`src/rtl/mdl_pkg.sv`:
```
// Purpose: Shared constants for the microcode download command block
// Assumes: Taskfile bytes are presented alongside a command strobe
// Notes: Status and error layouts are fixed byte images

package mdl_pkg;

    // Command and subcommand codes
    localparam logic [7:0] MDL_CMD_DOWNLOAD = 8'h92;
    localparam logic [7:0] MDL_SUB_OFFSETS = 8'h03;
    localparam logic [7:0] MDL_SUB_WHOLE = 8'h07;

    // Sector geometry: 512 bytes carried as 16-bit data words
    localparam int MDL_SECTOR_BYTES = 512;
    localparam int MDL_WORD_BYTES = 2;
    localparam int MDL_WORDS_PER_SECTOR = MDL_SECTOR_BYTES / MDL_WORD_BYTES;
    localparam int MDL_WORD_SHIFT = 8;

    // Error register bit positions
    localparam int MDL_ERR_UNC_POS = 6;
    localparam int MDL_ERR_ABT_POS = 2;

    // Status register bit positions
    localparam int MDL_ST_BSY_POS = 7;
    localparam int MDL_ST_RDY_POS = 6;
    localparam int MDL_ST_DF_POS = 5;
    localparam int MDL_ST_DSC_POS = 4;
    localparam int MDL_ST_DRQ_POS = 3;
    localparam int MDL_ST_COR_POS = 2;
    localparam int MDL_ST_ERR_POS = 0;

    // Values after reset
    localparam logic [7:0] MDL_ERR_RESET = 8'h00;
    localparam logic [7:0] MDL_STATUS_RESET = 8'h50;

    // Command sequencer states
    typedef enum logic [2:0] {
        MDL_IDLE = 3'b000,
        MDL_XFER = 3'b001,
        MDL_VERIFY = 3'b010,
        MDL_SAVE = 3'b011,
        MDL_RELOAD = 3'b100,
        MDL_DONE = 3'b101
    } mdl_state_t;

endpackage

```
`src/rtl/mdl_seg_track.sv`:
```
// Purpose: Tracks the expected next offset of an offset-mode download
// Assumes: One check pulse per accepted segment command
// Notes: Clearing wins only when no new segment is recorded

`timescale 1ns/1ps

module mdl_seg_track (
    // Clock and reset
    input wire logic clk_sys_in,
    input wire logic nrst_in,
    // Segment being checked
    input wire logic [15:0] offset_in,
    input wire logic [15:0] count_in,
    input wire logic record_in,
    input wire logic clear_in,
    // Tracker state
    output logic in_order_out,
    output logic active_out
);
    import mdl_pkg::*;

    logic [15:0] next_q;
    logic [15:0] next_d;
    logic active_q;

    // First segment must start at zero, later ones where the last ended
    assign in_order_out = active_q ? (offset_in == next_q) : (offset_in == 16'h0000);
    assign next_d = offset_in + count_in;
    assign active_out = active_q;

    // Recording beats clearing so a fresh segment is never lost
    always_ff @(posedge clk_sys_in or negedge nrst_in) begin
        if (!nrst_in) begin
            next_q <= 16'h0000;
            active_q <= 1'b0;
        end else if (record_in) begin
            next_q <= next_d;
            active_q <= 1'b1;
        end else if (clear_in) begin
            next_q <= 16'h0000;
            active_q <= 1'b0;
        end
    end

endmodule // mdl_seg_track

```
`src/rtl/mdl_download_cmd.sv`:
```
// Purpose: Device-side handler for the download-microcode command
// Assumes: Host loads taskfile bytes before the command strobe
// Notes: Verification, saving and reload are done by firmware helpers
//
// Summary of operation
// - Command code 92h selects this handler
// - Feature 03h offsets, 07h whole, others reserved
// - Length: sector number high, count low
// - Zero length transfers no data
// - Abort on bad subcommand or security lock
// - Uncorrectable error only on failed requested reload
// - Spin down after successful reload if spin-up disabled
// - Offset from cylinder bytes, offset mode only
// - Offset counts 512-byte units into image
// - Abort and discard on offset sequence gap
// - Final segment: verify then save image
// - New firmware takes effect after last segment
// - Other command discards partial image
// - Reset drops partial image first
// - Completion status: ready, seek complete, error valid

`timescale 1ns/1ps

module mdl_download_cmd #(
    parameter int ADDR_W = 24
) (
    // Clock and reset
    input wire logic clk_sys_in,
    input wire logic nrst_in,
    input wire logic soft_reset_in,
    // Taskfile written by the host
    input wire logic cmd_wr_in,
    input wire logic [7:0] cmd_code_in,
    input wire logic [7:0] feature_in,
    input wire logic [7:0] sector_count_in,
    input wire logic [7:0] sector_number_in,
    input wire logic [7:0] cylinder_low_in,
    input wire logic [7:0] cylinder_high_in,
    // Device conditions
    input wire logic security_locked_in,
    input wire logic spinup_disabled_in,
    input wire logic [15:0] image_sectors_in,
    // Host data stream
    input wire logic data_valid_in,
    input wire logic [15:0] data_in,
    output logic data_ready_out,
    // Image store
    output logic img_wr_out,
    output logic [ADDR_W-1:0] img_addr_out,
    output logic [15:0] img_data_out,
    output logic discard_out,
    // Verification and saving
    output logic verify_start_out,
    input wire logic verify_done_in,
    input wire logic verify_ok_in,
    output logic save_start_out,
    input wire logic save_done_in,
    // Reload of new firmware
    input wire logic reload_req_in,
    output logic reload_start_out,
    input wire logic reload_done_in,
    input wire logic reload_fail_in,
    output logic spin_down_out,
    // Completion registers
    output logic [7:0] command_error_flags_out,
    output logic [7:0] command_completion_flags_out,
    output logic cmd_done_out
);
    import mdl_pkg::*;

    mdl_state_t state_q;
    mdl_state_t state_d;

    logic [15:0] seg_offset_q;
    logic [15:0] seg_count_q;
    logic offset_mode_q;
    logic last_seg_q;
    logic [ADDR_W-1:0] words_left_q;
    logic [ADDR_W-1:0] addr_q;
    logic unc_q;
    logic abt_q;
    logic data_ready_q;
    logic img_wr_q;
    logic [ADDR_W-1:0] img_addr_q;
    logic [15:0] img_data_q;
    logic discard_q;
    logic verify_start_q;
    logic save_start_q;
    logic reload_start_q;
    logic spin_down_q;
    logic cmd_done_q;
    logic [7:0] err_q;
    logic [7:0] status_q;

    // Subcommand decode, shared by the start checks
    function automatic logic sub_valid(input logic [7:0] sub);
        return (sub == MDL_SUB_OFFSETS) || (sub == MDL_SUB_WHOLE);
    endfunction

    // Taskfile decode
    wire is_download = cmd_wr_in && (cmd_code_in == MDL_CMD_DOWNLOAD);
    wire other_cmd = cmd_wr_in && (cmd_code_in != MDL_CMD_DOWNLOAD);
    wire sub_ok = sub_valid(feature_in);
    wire sub_offsets = (feature_in == MDL_SUB_OFFSETS);
    wire [15:0] xfer_sectors = {sector_number_in, sector_count_in};
    wire zero_len = (xfer_sectors == 16'h0000);
    wire [15:0] req_offset = sub_offsets ? {cylinder_high_in, cylinder_low_in} : 16'h0000;
    wire start_abort = !sub_ok || security_locked_in;

    // Offset-mode sequence check
    wire seq_in_order;
    wire seq_active;
    wire seq_record = (state_q == MDL_IDLE) && is_download && !start_abort
                      && sub_offsets && seq_in_order && !zero_len;
    wire seq_gap = (state_q == MDL_IDLE) && is_download && !start_abort
                   && sub_offsets && !seq_in_order;
    // Wraps at 16 bits
    wire [15:0] seg_end = req_offset + xfer_sectors;
    wire is_last = !sub_offsets || (seg_end >= image_sectors_in);

    // Partial image dropped on foreign command, soft reset or offset sequence gap
    wire drop_partial = (other_cmd && seq_active) || (soft_reset_in && seq_active)
                        || seq_gap;
    wire seq_clear = drop_partial || (state_q == MDL_SAVE && save_done_in)
                     || (state_q == MDL_VERIFY && verify_done_in && !verify_ok_in)
                     || (is_download && start_abort);

    // Transfer cut short
    wire xfer_cut = (state_q == MDL_XFER) && (soft_reset_in || other_cmd);

    mdl_seg_track mdl_seg_track_i (
        .clk_sys_in(clk_sys_in),
        .nrst_in(nrst_in),
        .offset_in(req_offset),
        .count_in(xfer_sectors),
        .record_in(seq_record),
        .clear_in(seq_clear),
        .in_order_out(seq_in_order),
        .active_out(seq_active)
    );

    // Data path decode
    wire word_take = (state_q == MDL_XFER) && data_valid_in && data_ready_q;
    wire last_word = word_take && (words_left_q == ADDR_W'(1));
    wire [ADDR_W-1:0] start_words = ADDR_W'(xfer_sectors) << MDL_WORD_SHIFT;
    wire [ADDR_W-1:0] start_addr = ADDR_W'(req_offset) << MDL_WORD_SHIFT;
    wire good_start = is_download && !start_abort && !seq_gap;

    // Next state of the command sequencer
    always_comb begin
        state_d = state_q;
        case (state_q)
            MDL_IDLE: begin
                if (good_start && !zero_len) begin
                    state_d = MDL_XFER;
                end else if (is_download) begin
                    state_d = MDL_DONE;
                end
            end
            MDL_XFER: begin
                if (xfer_cut) begin
                    state_d = MDL_IDLE;
                end else if (last_word) begin
                    state_d = last_seg_q ? MDL_VERIFY : MDL_DONE;
                end
            end
            MDL_VERIFY: begin
                if (soft_reset_in) begin
                    state_d = MDL_IDLE;
                end else if (verify_done_in) begin
                    state_d = verify_ok_in ? MDL_SAVE : MDL_DONE;
                end
            end
            // Save runs to its end
            MDL_SAVE: begin
                if (save_done_in) begin
                    state_d = reload_req_in ? MDL_RELOAD : MDL_DONE;
                end
            end
            MDL_RELOAD: begin
                if (reload_done_in) begin
                    state_d = MDL_DONE;
                end
            end
            MDL_DONE: begin
                state_d = MDL_IDLE;
            end
            default: begin
                state_d = MDL_IDLE;
            end
        endcase
    end

    // Sequencer state
    always_ff @(posedge clk_sys_in or negedge nrst_in) begin
        if (!nrst_in) begin
            state_q <= MDL_IDLE;
        end else begin
            state_q <= state_d;
        end
    end

    // Segment parameters captured when the command is accepted
    always_ff @(posedge clk_sys_in or negedge nrst_in) begin
        if (!nrst_in) begin
            seg_offset_q <= 16'h0000;
            seg_count_q <= 16'h0000;
            offset_mode_q <= 1'b0;
            last_seg_q <= 1'b0;
        end else if (state_q == MDL_IDLE && good_start) begin
            seg_offset_q <= req_offset;
            seg_count_q <= xfer_sectors;
            offset_mode_q <= sub_offsets;
            last_seg_q <= is_last;
        end
    end

    // Word counter and image address
    always_ff @(posedge clk_sys_in or negedge nrst_in) begin
        if (!nrst_in) begin
            words_left_q <= '0;
            addr_q <= '0;
        end else if (state_q == MDL_IDLE && good_start) begin
            words_left_q <= start_words;
            addr_q <= start_addr;
        end else if (word_take) begin
            words_left_q <= words_left_q - ADDR_W'(1);
            addr_q <= addr_q + ADDR_W'(1);
        end
    end

    // Ready drops on the final word so no extra data is taken
    always_ff @(posedge clk_sys_in or negedge nrst_in) begin
        if (!nrst_in) begin
            data_ready_q <= 1'b0;
        end else begin
            data_ready_q <= (state_d == MDL_XFER) && !last_word;
        end
    end

    // Image write port, one word per accepted beat
    always_ff @(posedge clk_sys_in or negedge nrst_in) begin
        if (!nrst_in) begin
            img_wr_q <= 1'b0;
            img_addr_q <= '0;
            img_data_q <= 16'h0000;
        end else begin
            img_wr_q <= word_take;
            if (word_take) begin
                img_addr_q <= addr_q;
                img_data_q <= data_in;
            end
        end
    end

    // Discard pulse also covers a failed verification
    always_ff @(posedge clk_sys_in or negedge nrst_in) begin
        if (!nrst_in) begin
            discard_q <= 1'b0;
        end else begin
            discard_q <= drop_partial
                         || (state_q == MDL_VERIFY && verify_done_in && !verify_ok_in)
                         || xfer_cut;
        end
    end

    // Helper strobes, each one cycle wide
    always_ff @(posedge clk_sys_in or negedge nrst_in) begin
        if (!nrst_in) begin
            verify_start_q <= 1'b0;
            save_start_q <= 1'b0;
            reload_start_q <= 1'b0;
            spin_down_q <= 1'b0;
        end else begin
            verify_start_q <= (state_q == MDL_XFER) && (state_d == MDL_VERIFY);
            save_start_q <= (state_q == MDL_VERIFY) && (state_d == MDL_SAVE);
            reload_start_q <= (state_q == MDL_SAVE) && (state_d == MDL_RELOAD);
            spin_down_q <= (state_q == MDL_RELOAD) && reload_done_in && !reload_fail_in
                           && spinup_disabled_in;
        end
    end

    // Error bits, cleared at the start of each download command
    always_ff @(posedge clk_sys_in or negedge nrst_in) begin
        if (!nrst_in) begin
            abt_q <= 1'b0;
            unc_q <= 1'b0;
        end else if (state_q == MDL_IDLE && is_download) begin
            abt_q <= start_abort || seq_gap;
            unc_q <= 1'b0;
        end else begin
            if (state_q == MDL_VERIFY && verify_done_in && !verify_ok_in) begin
                abt_q <= 1'b1;
            end
            if (state_q == MDL_RELOAD && reload_done_in && reload_fail_in) begin
                unc_q <= 1'b1;
            end
        end
    end

    // Error register image; unused bits stay zero
    wire [7:0] err_img = (8'(unc_q) << MDL_ERR_UNC_POS)
                         | (8'(abt_q) << MDL_ERR_ABT_POS);
    // Done reads as idle
    wire busy = (state_d != MDL_IDLE) && (state_d != MDL_DONE);
    wire data_request_bit = (state_d == MDL_XFER);
    wire [7:0] st_img = (8'(busy) << MDL_ST_BSY_POS)
                        | (8'(!busy) << MDL_ST_RDY_POS)
                        | (8'(1'b1) << MDL_ST_DSC_POS)
                        | (8'(data_request_bit) << MDL_ST_DRQ_POS)
                        | (8'(|err_img) << MDL_ST_ERR_POS);

    // Completion registers follow the sequencer; fault and corrected stay 0
    always_ff @(posedge clk_sys_in or negedge nrst_in) begin
        if (!nrst_in) begin
            err_q <= MDL_ERR_RESET;
            status_q <= MDL_STATUS_RESET;
            cmd_done_q <= 1'b0;
        end else begin
            err_q <= err_img;
            status_q <= st_img;
            cmd_done_q <= (state_q == MDL_DONE);
        end
    end

    // Outputs straight from flip-flops
    assign data_ready_out = data_ready_q;
    assign img_wr_out = img_wr_q;
    assign img_addr_out = img_addr_q;
    assign img_data_out = img_data_q;
    assign discard_out = discard_q;
    assign verify_start_out = verify_start_q;
    assign save_start_out = save_start_q;
    assign reload_start_out = reload_start_q;
    assign spin_down_out = spin_down_q;
    assign command_error_flags_out = err_q;
    assign command_completion_flags_out = status_q;
    assign cmd_done_out = cmd_done_q;

endmodule // mdl_download_cmd

```
`config.mk`:
```
export PLATFORM = sky130hd
export DESIGN_NAME = mdl_download_cmd
export DESIGN_NICKNAME = d
export VERILOG_FILES = /design/src/rtl/mdl_pkg.sv /design/src/rtl/mdl_seg_track.sv /design/src/rtl/mdl_download_cmd.sv
export SDC_FILE = /design/constraint.sdc
export NUM_CORES = 1
export LEC_CHECK = 0
export ABC_AREA = 0
export BUFFER_PORTS_ARGS = -buffer_cell sky130_fd_sc_hd__buf_2
export CORE_MARGIN = 5
export CORE_UTILIZATION = 55
export CTS_CLUSTER_SIZE = 10
export DETAILED_ROUTE_END_ITERATION = 7
export GPL_ROUTABILITY_DRIVEN = 0
export PLACE_DENSITY = 0.91
export SLEW_MARGIN = 15
export SYNTH_ARGS = -nofsm -noshare
export SYNTH_HDL_FRONTEND = slang
export SYNTH_SLANG_ARGS = --single-unit
```
`constraint.sdc`:
```
create_clock -name clk_sys_in -period 2.6 [get_ports clk_sys_in]
set_input_delay 0.39 -clock clk_sys_in [delete_from_list [all_inputs] [get_ports clk_sys_in]]
set_output_delay 0.39 -clock clk_sys_in [all_outputs]
set_load 0.1 [all_outputs]
```
==> reports/qor.txt <==
========================================================================================================
Main area contributors after synthesis                                                      dfrtp_1 (42%), nand2_1 (8.9%), ha_1 (5.8%)
Switching portion of total power                                                                  0.3498
Critical Path Start Type                                                                    primary input
Class of the tightest hold or removal check                                                     in2async
Router iterations before antenna repair                                                                8
Post-CTS clock slew at the launch and capture registers of the worst setup and hold paths        0.07 ns
Area of combinational cells with multiple inputs                                               4330 um^2
Net switching power                                                                             2.066 mW
RSZ-0062 raised after global routing                                                                true
Maximum resistive drop on vdd                                                                  0.4637 mV
Source-to-sink clock delay at the later pin of the worst-skew pair                               0.44 ns
Gr ovfl total                                                                                          0
Clock sinks                                                                                          125
Number of antenna violations at the first check in global routing                                      0
Violated checks                                                                             DRC, setup timing
Synth unique cells                                                                                    66
Parity-gate share of the synthesized area counting xor and xnor cells                            0.04751
Final core occ                                                                                    0.8200
Routed wire length per instance                                                                 24.97 um
Antenna Diode Count                                                                                    0
IO buf count                                                                                         146
Via count                                                                                           8987
Comb power frac                                                                                    0.225
Maximum fanout encountered on the critical timing path                                                 3
Reg-to-reg slack, setup                                                                         -0.47 ns
Final clock skew                                                                              0.02086 ns
Final routed wirelength across all metal layers                                                 33110 um
Area fraction in compound gates after synthesis                                                   0.1656
Multiplexer area fraction after synthesis                                                              0
H-tree depth reported by CTS                                                                           4
Largest family of logic cells by synthesized area                                           simple AND/OR/NAND/NOR gates
WP data arrival                                                                                  3.98 ns
Cell chosen for the clock root                                                                 clkbuf_16
Cell Area, Synth                                                                               7375 um^2
Number of standard cells in the layout, taps in and fillers out                                     1326
Number of enable flip-flop cells after synthesis                                                       0
Critical path class                                                                               in2reg
Cts hold-fix bufs                                                                                      0
Clk network pwr share                                                                              0.410
Post-synthesis sequential element count                                                              125
Per-instance average area after synthesis                                                     8.727 um^2
Leakage power of the design                                                                     5.687 nW
CTS Buffer Depth                                                                                       2
DIE HEIGHT                                                                                      125.8 um
Final hold viol count                                                                                  0
Fraction of final layout cells with drive strength greater than 1                                 0.3800
Result of the run                                                                           finished, violations left
TritonCTS clock tree                                                                                 yes
Instance count of the mapped netlist                                                                 845
Number of maximum-capacitance constraint violations                                                    0
Final Cycle Share                                                                                  1.406
Adder and majority gate portion of the synthesized area                                          0.06040
Number of nets still failing antenna checks after routing                                              0
Shortest period the worst path allows                                                           3.655 ns
Number of failing setup endpoints in the final timing report                                          77
WP data required                                                                                 2.93 ns
Pin count of the biggest net entering global routing                                                  49
Fraction of post-synthesis cell area in the top cell type by area                                 0.4208
Number of buffers added by the clock tree synthesis step                                              17
Crit end category                                                                               register
Overall power                                                                                   5.905 mW
Count of placed standard cells including taps                                                       1252
Pwr/cell area                                                                               546.0 nW/um^2
Overall routing resource usage                                                                    0.3637
Slew Limit Fails                                                                                       0
Fraction of the mapped netlist area in simple logic gates                                         0.2457
Layout area overhead                                                                              46.66%
Residual DRC                                                                                          10
Slew headroom                                                                                     0.5444
Half-perimeter wire length after detailed placement                                             16460 um
Via count of the first global-routing pass                                                          8559
Final WS setup                                                                                 -1.055 ns
Area used by sequential logic in the layout                                                    3129 um^2
Number of core rows                                                                                   42
Share of the yosys chip area belonging to registers                                               0.4243
Initial drt markers                                                                                 1596
Starting utilization of the core area                                                             0.5591
Top flip-flop cell by instance count after synthesis                                             dfrtp_1
Filler cell count                                                                                    650
Yosys warnings                                                                                         0
Wire length of the first global-routing pass                                                    45770 um
Register-to-Register Path Depth                                                                        9
Largest area contributor in the synthesized netlist                                              dfrtp_1
Slew at the pin closest to its max-slew limit                                                  0.6835 ns
Fin nets                                                                                            1265
Relative contribution of sequential cells to total power                                           0.365
Via-to-Cell Ratio                                                                                  6.778
Std-Cell Core Area                                                                            13190 um^2
Die Span X                                                                                      125.8 um
Total I/O pin count                                                                                  157
Max Clk Rate                                                                                   273.6 MHz
Area of the die                                                                               15820 um^2
Ys async rst share                                                                                 1.000
Internal power consumption                                                                      3.839 mW
========================================================================================================
-- final timing paths --
kind | from | end
max | feature_in[4] | last_seg_q
min | nrst_in | img_wr_out
max reg2reg | words_left_q[12] | command_completion_flags_out[7]
min reg2reg | unc_q | command_error_flags_out[6]
max in group asynchronous | nrst_in | addr_q[3]
min in group clk_sys_in | data_in[8] | img_data_out[8]
-- kinds of logic (layout without fill, tap and decap cells) --
group	Yosys count	after routing
and+or+nand+nor	382	382
AOI/OAI and AO/OA	176	176
DFF	125	125
buffers and inverters	85	382
xor gates and xnor gates	40	40
adders and majority gates	35	35
other	2	10
-- per-stage QoR --
stage / cell area [um^2] / TNS [ns] / worst slack (ns) / hold slack, ns
after floorplan: 7470 / -1.638 / -1.097 / 0.09441
after global placement: 9145 / -35.44 / -1.373 / 0.3885
after detailed placement: 9145 / -38.47 / -1.535 / 0.3935
after CTS: 10420 / -16.47 / -1.065 / 0.01797
after global routing: 10820 / -63.57 / -1.246 / 0.05143
final: 10820 / -57.37 / -1.055 / 0.005076
-- state kept, by name, indices dropped and copies added, names as in the netlist, 2 cells and up --
name,cells
mdl_seg_track_i.next_q,16
state_q,3
addr_q,24
img_data_out,16
words_left_q,24
img_addr_out,24
command_completion_flags_out,4
command_error_flags_out,2
-- cells in the mapped netlist, types with 9 or more instances --
library cell,count
nand3_1,21
buf_4,14
ha_1,34
nor3_1,15
and3_1,22
nand2_1,174
a22o_1,22
a21o_1,15
nand2b_1,9
a31oi_1,9
dfrtp_1,124
a22oi_1,17
nor2_1,71
nor4_1,13
xnor2_1,31
o21ai_0,18
xor2_1,9
inv_1,44
clkbuf_1,15
nand4_1,14
a21oi_1,50
-- critical path, stage by stage --
cell       delay (ns)
buf_6            0.10
nor4_4           0.25
buf_4            0.19
and3_4           0.21
ha_4             0.14
inv_2            0.05
fa_2             0.43
nor2b_4          0.12
o21a_1           0.14
o21a_1           0.17
o21a_1           0.13
nor2_1           0.05
xnor2_1          0.23
ha_1             0.29
buf_4            0.15
a221oi_2         0.22
o21ai_1          0.13
a21oi_2          0.16
nor2_2           0.05
a211oi_2         0.14
o2111ai_1        0.12
o21a_1           0.13
-- per-layer routing --
metal	GRT usage	vias up	share of wire
li1	-	3546	-
met1	0.4276	4074	0.32
met2	0.5689	996	0.43
met3	0.1097	371	0.15
met4	0.2587	0	0.10
met5	0	-	0
-- timing repair --
item / in CTS / in global routing
setup buffers: 23 / 21
pin swaps: 54 / 56
hold endpoints to repair: 0 / 0
endpoints found under the setup margin: 70 / 73
resized for setup: 78 / 66
gates cloned: 7 / 4
-- cell type report --
class / count / share of cell area
repair buffers: 306 / 0.2204
inverters: 44 / 0.01527
clock buffers: 17 / 0.03933
multi-input cells: 643 / 0.4004
clock inverters: 15 / 0.01492
well taps: 176 / 0.02036
flip-flops and latches: 125 / 0.2893
-- cell usage in the layout (no fill, tap or decap), drive strengths merged, types with 10 or more instances in the layout --
| cell type | instances |
|---|---|
| buf | 302 |
| nand2 | 174 |
| dfrtp | 124 |
| nor2 | 75 |
| a21oi | 50 |
| inv | 48 |
| ha | 34 |
| xnor2 | 31 |
| a22o | 22 |
| and3 | 22 |
| nand3 | 21 |
| clkbuf | 21 |
| o21ai | 20 |
| a22oi | 17 |
| nor3 | 16 |
| a21o | 15 |
| nor4 | 15 |
| nand4 | 14 |
| conb | 10 |
-- power by group through the flow --
stage	sequential [mW]	combinational [mW]	clock (mW)
global route	2.16	1.38	2.49
finish	2.16	1.33	2.42
CTS	2.14	1.24	2.36
global placement	2.17	1.17	0
floorplan	2.63	0.352	0
detailed placement	2.17	1.20	0
Power figures use the tool's default switching activity.
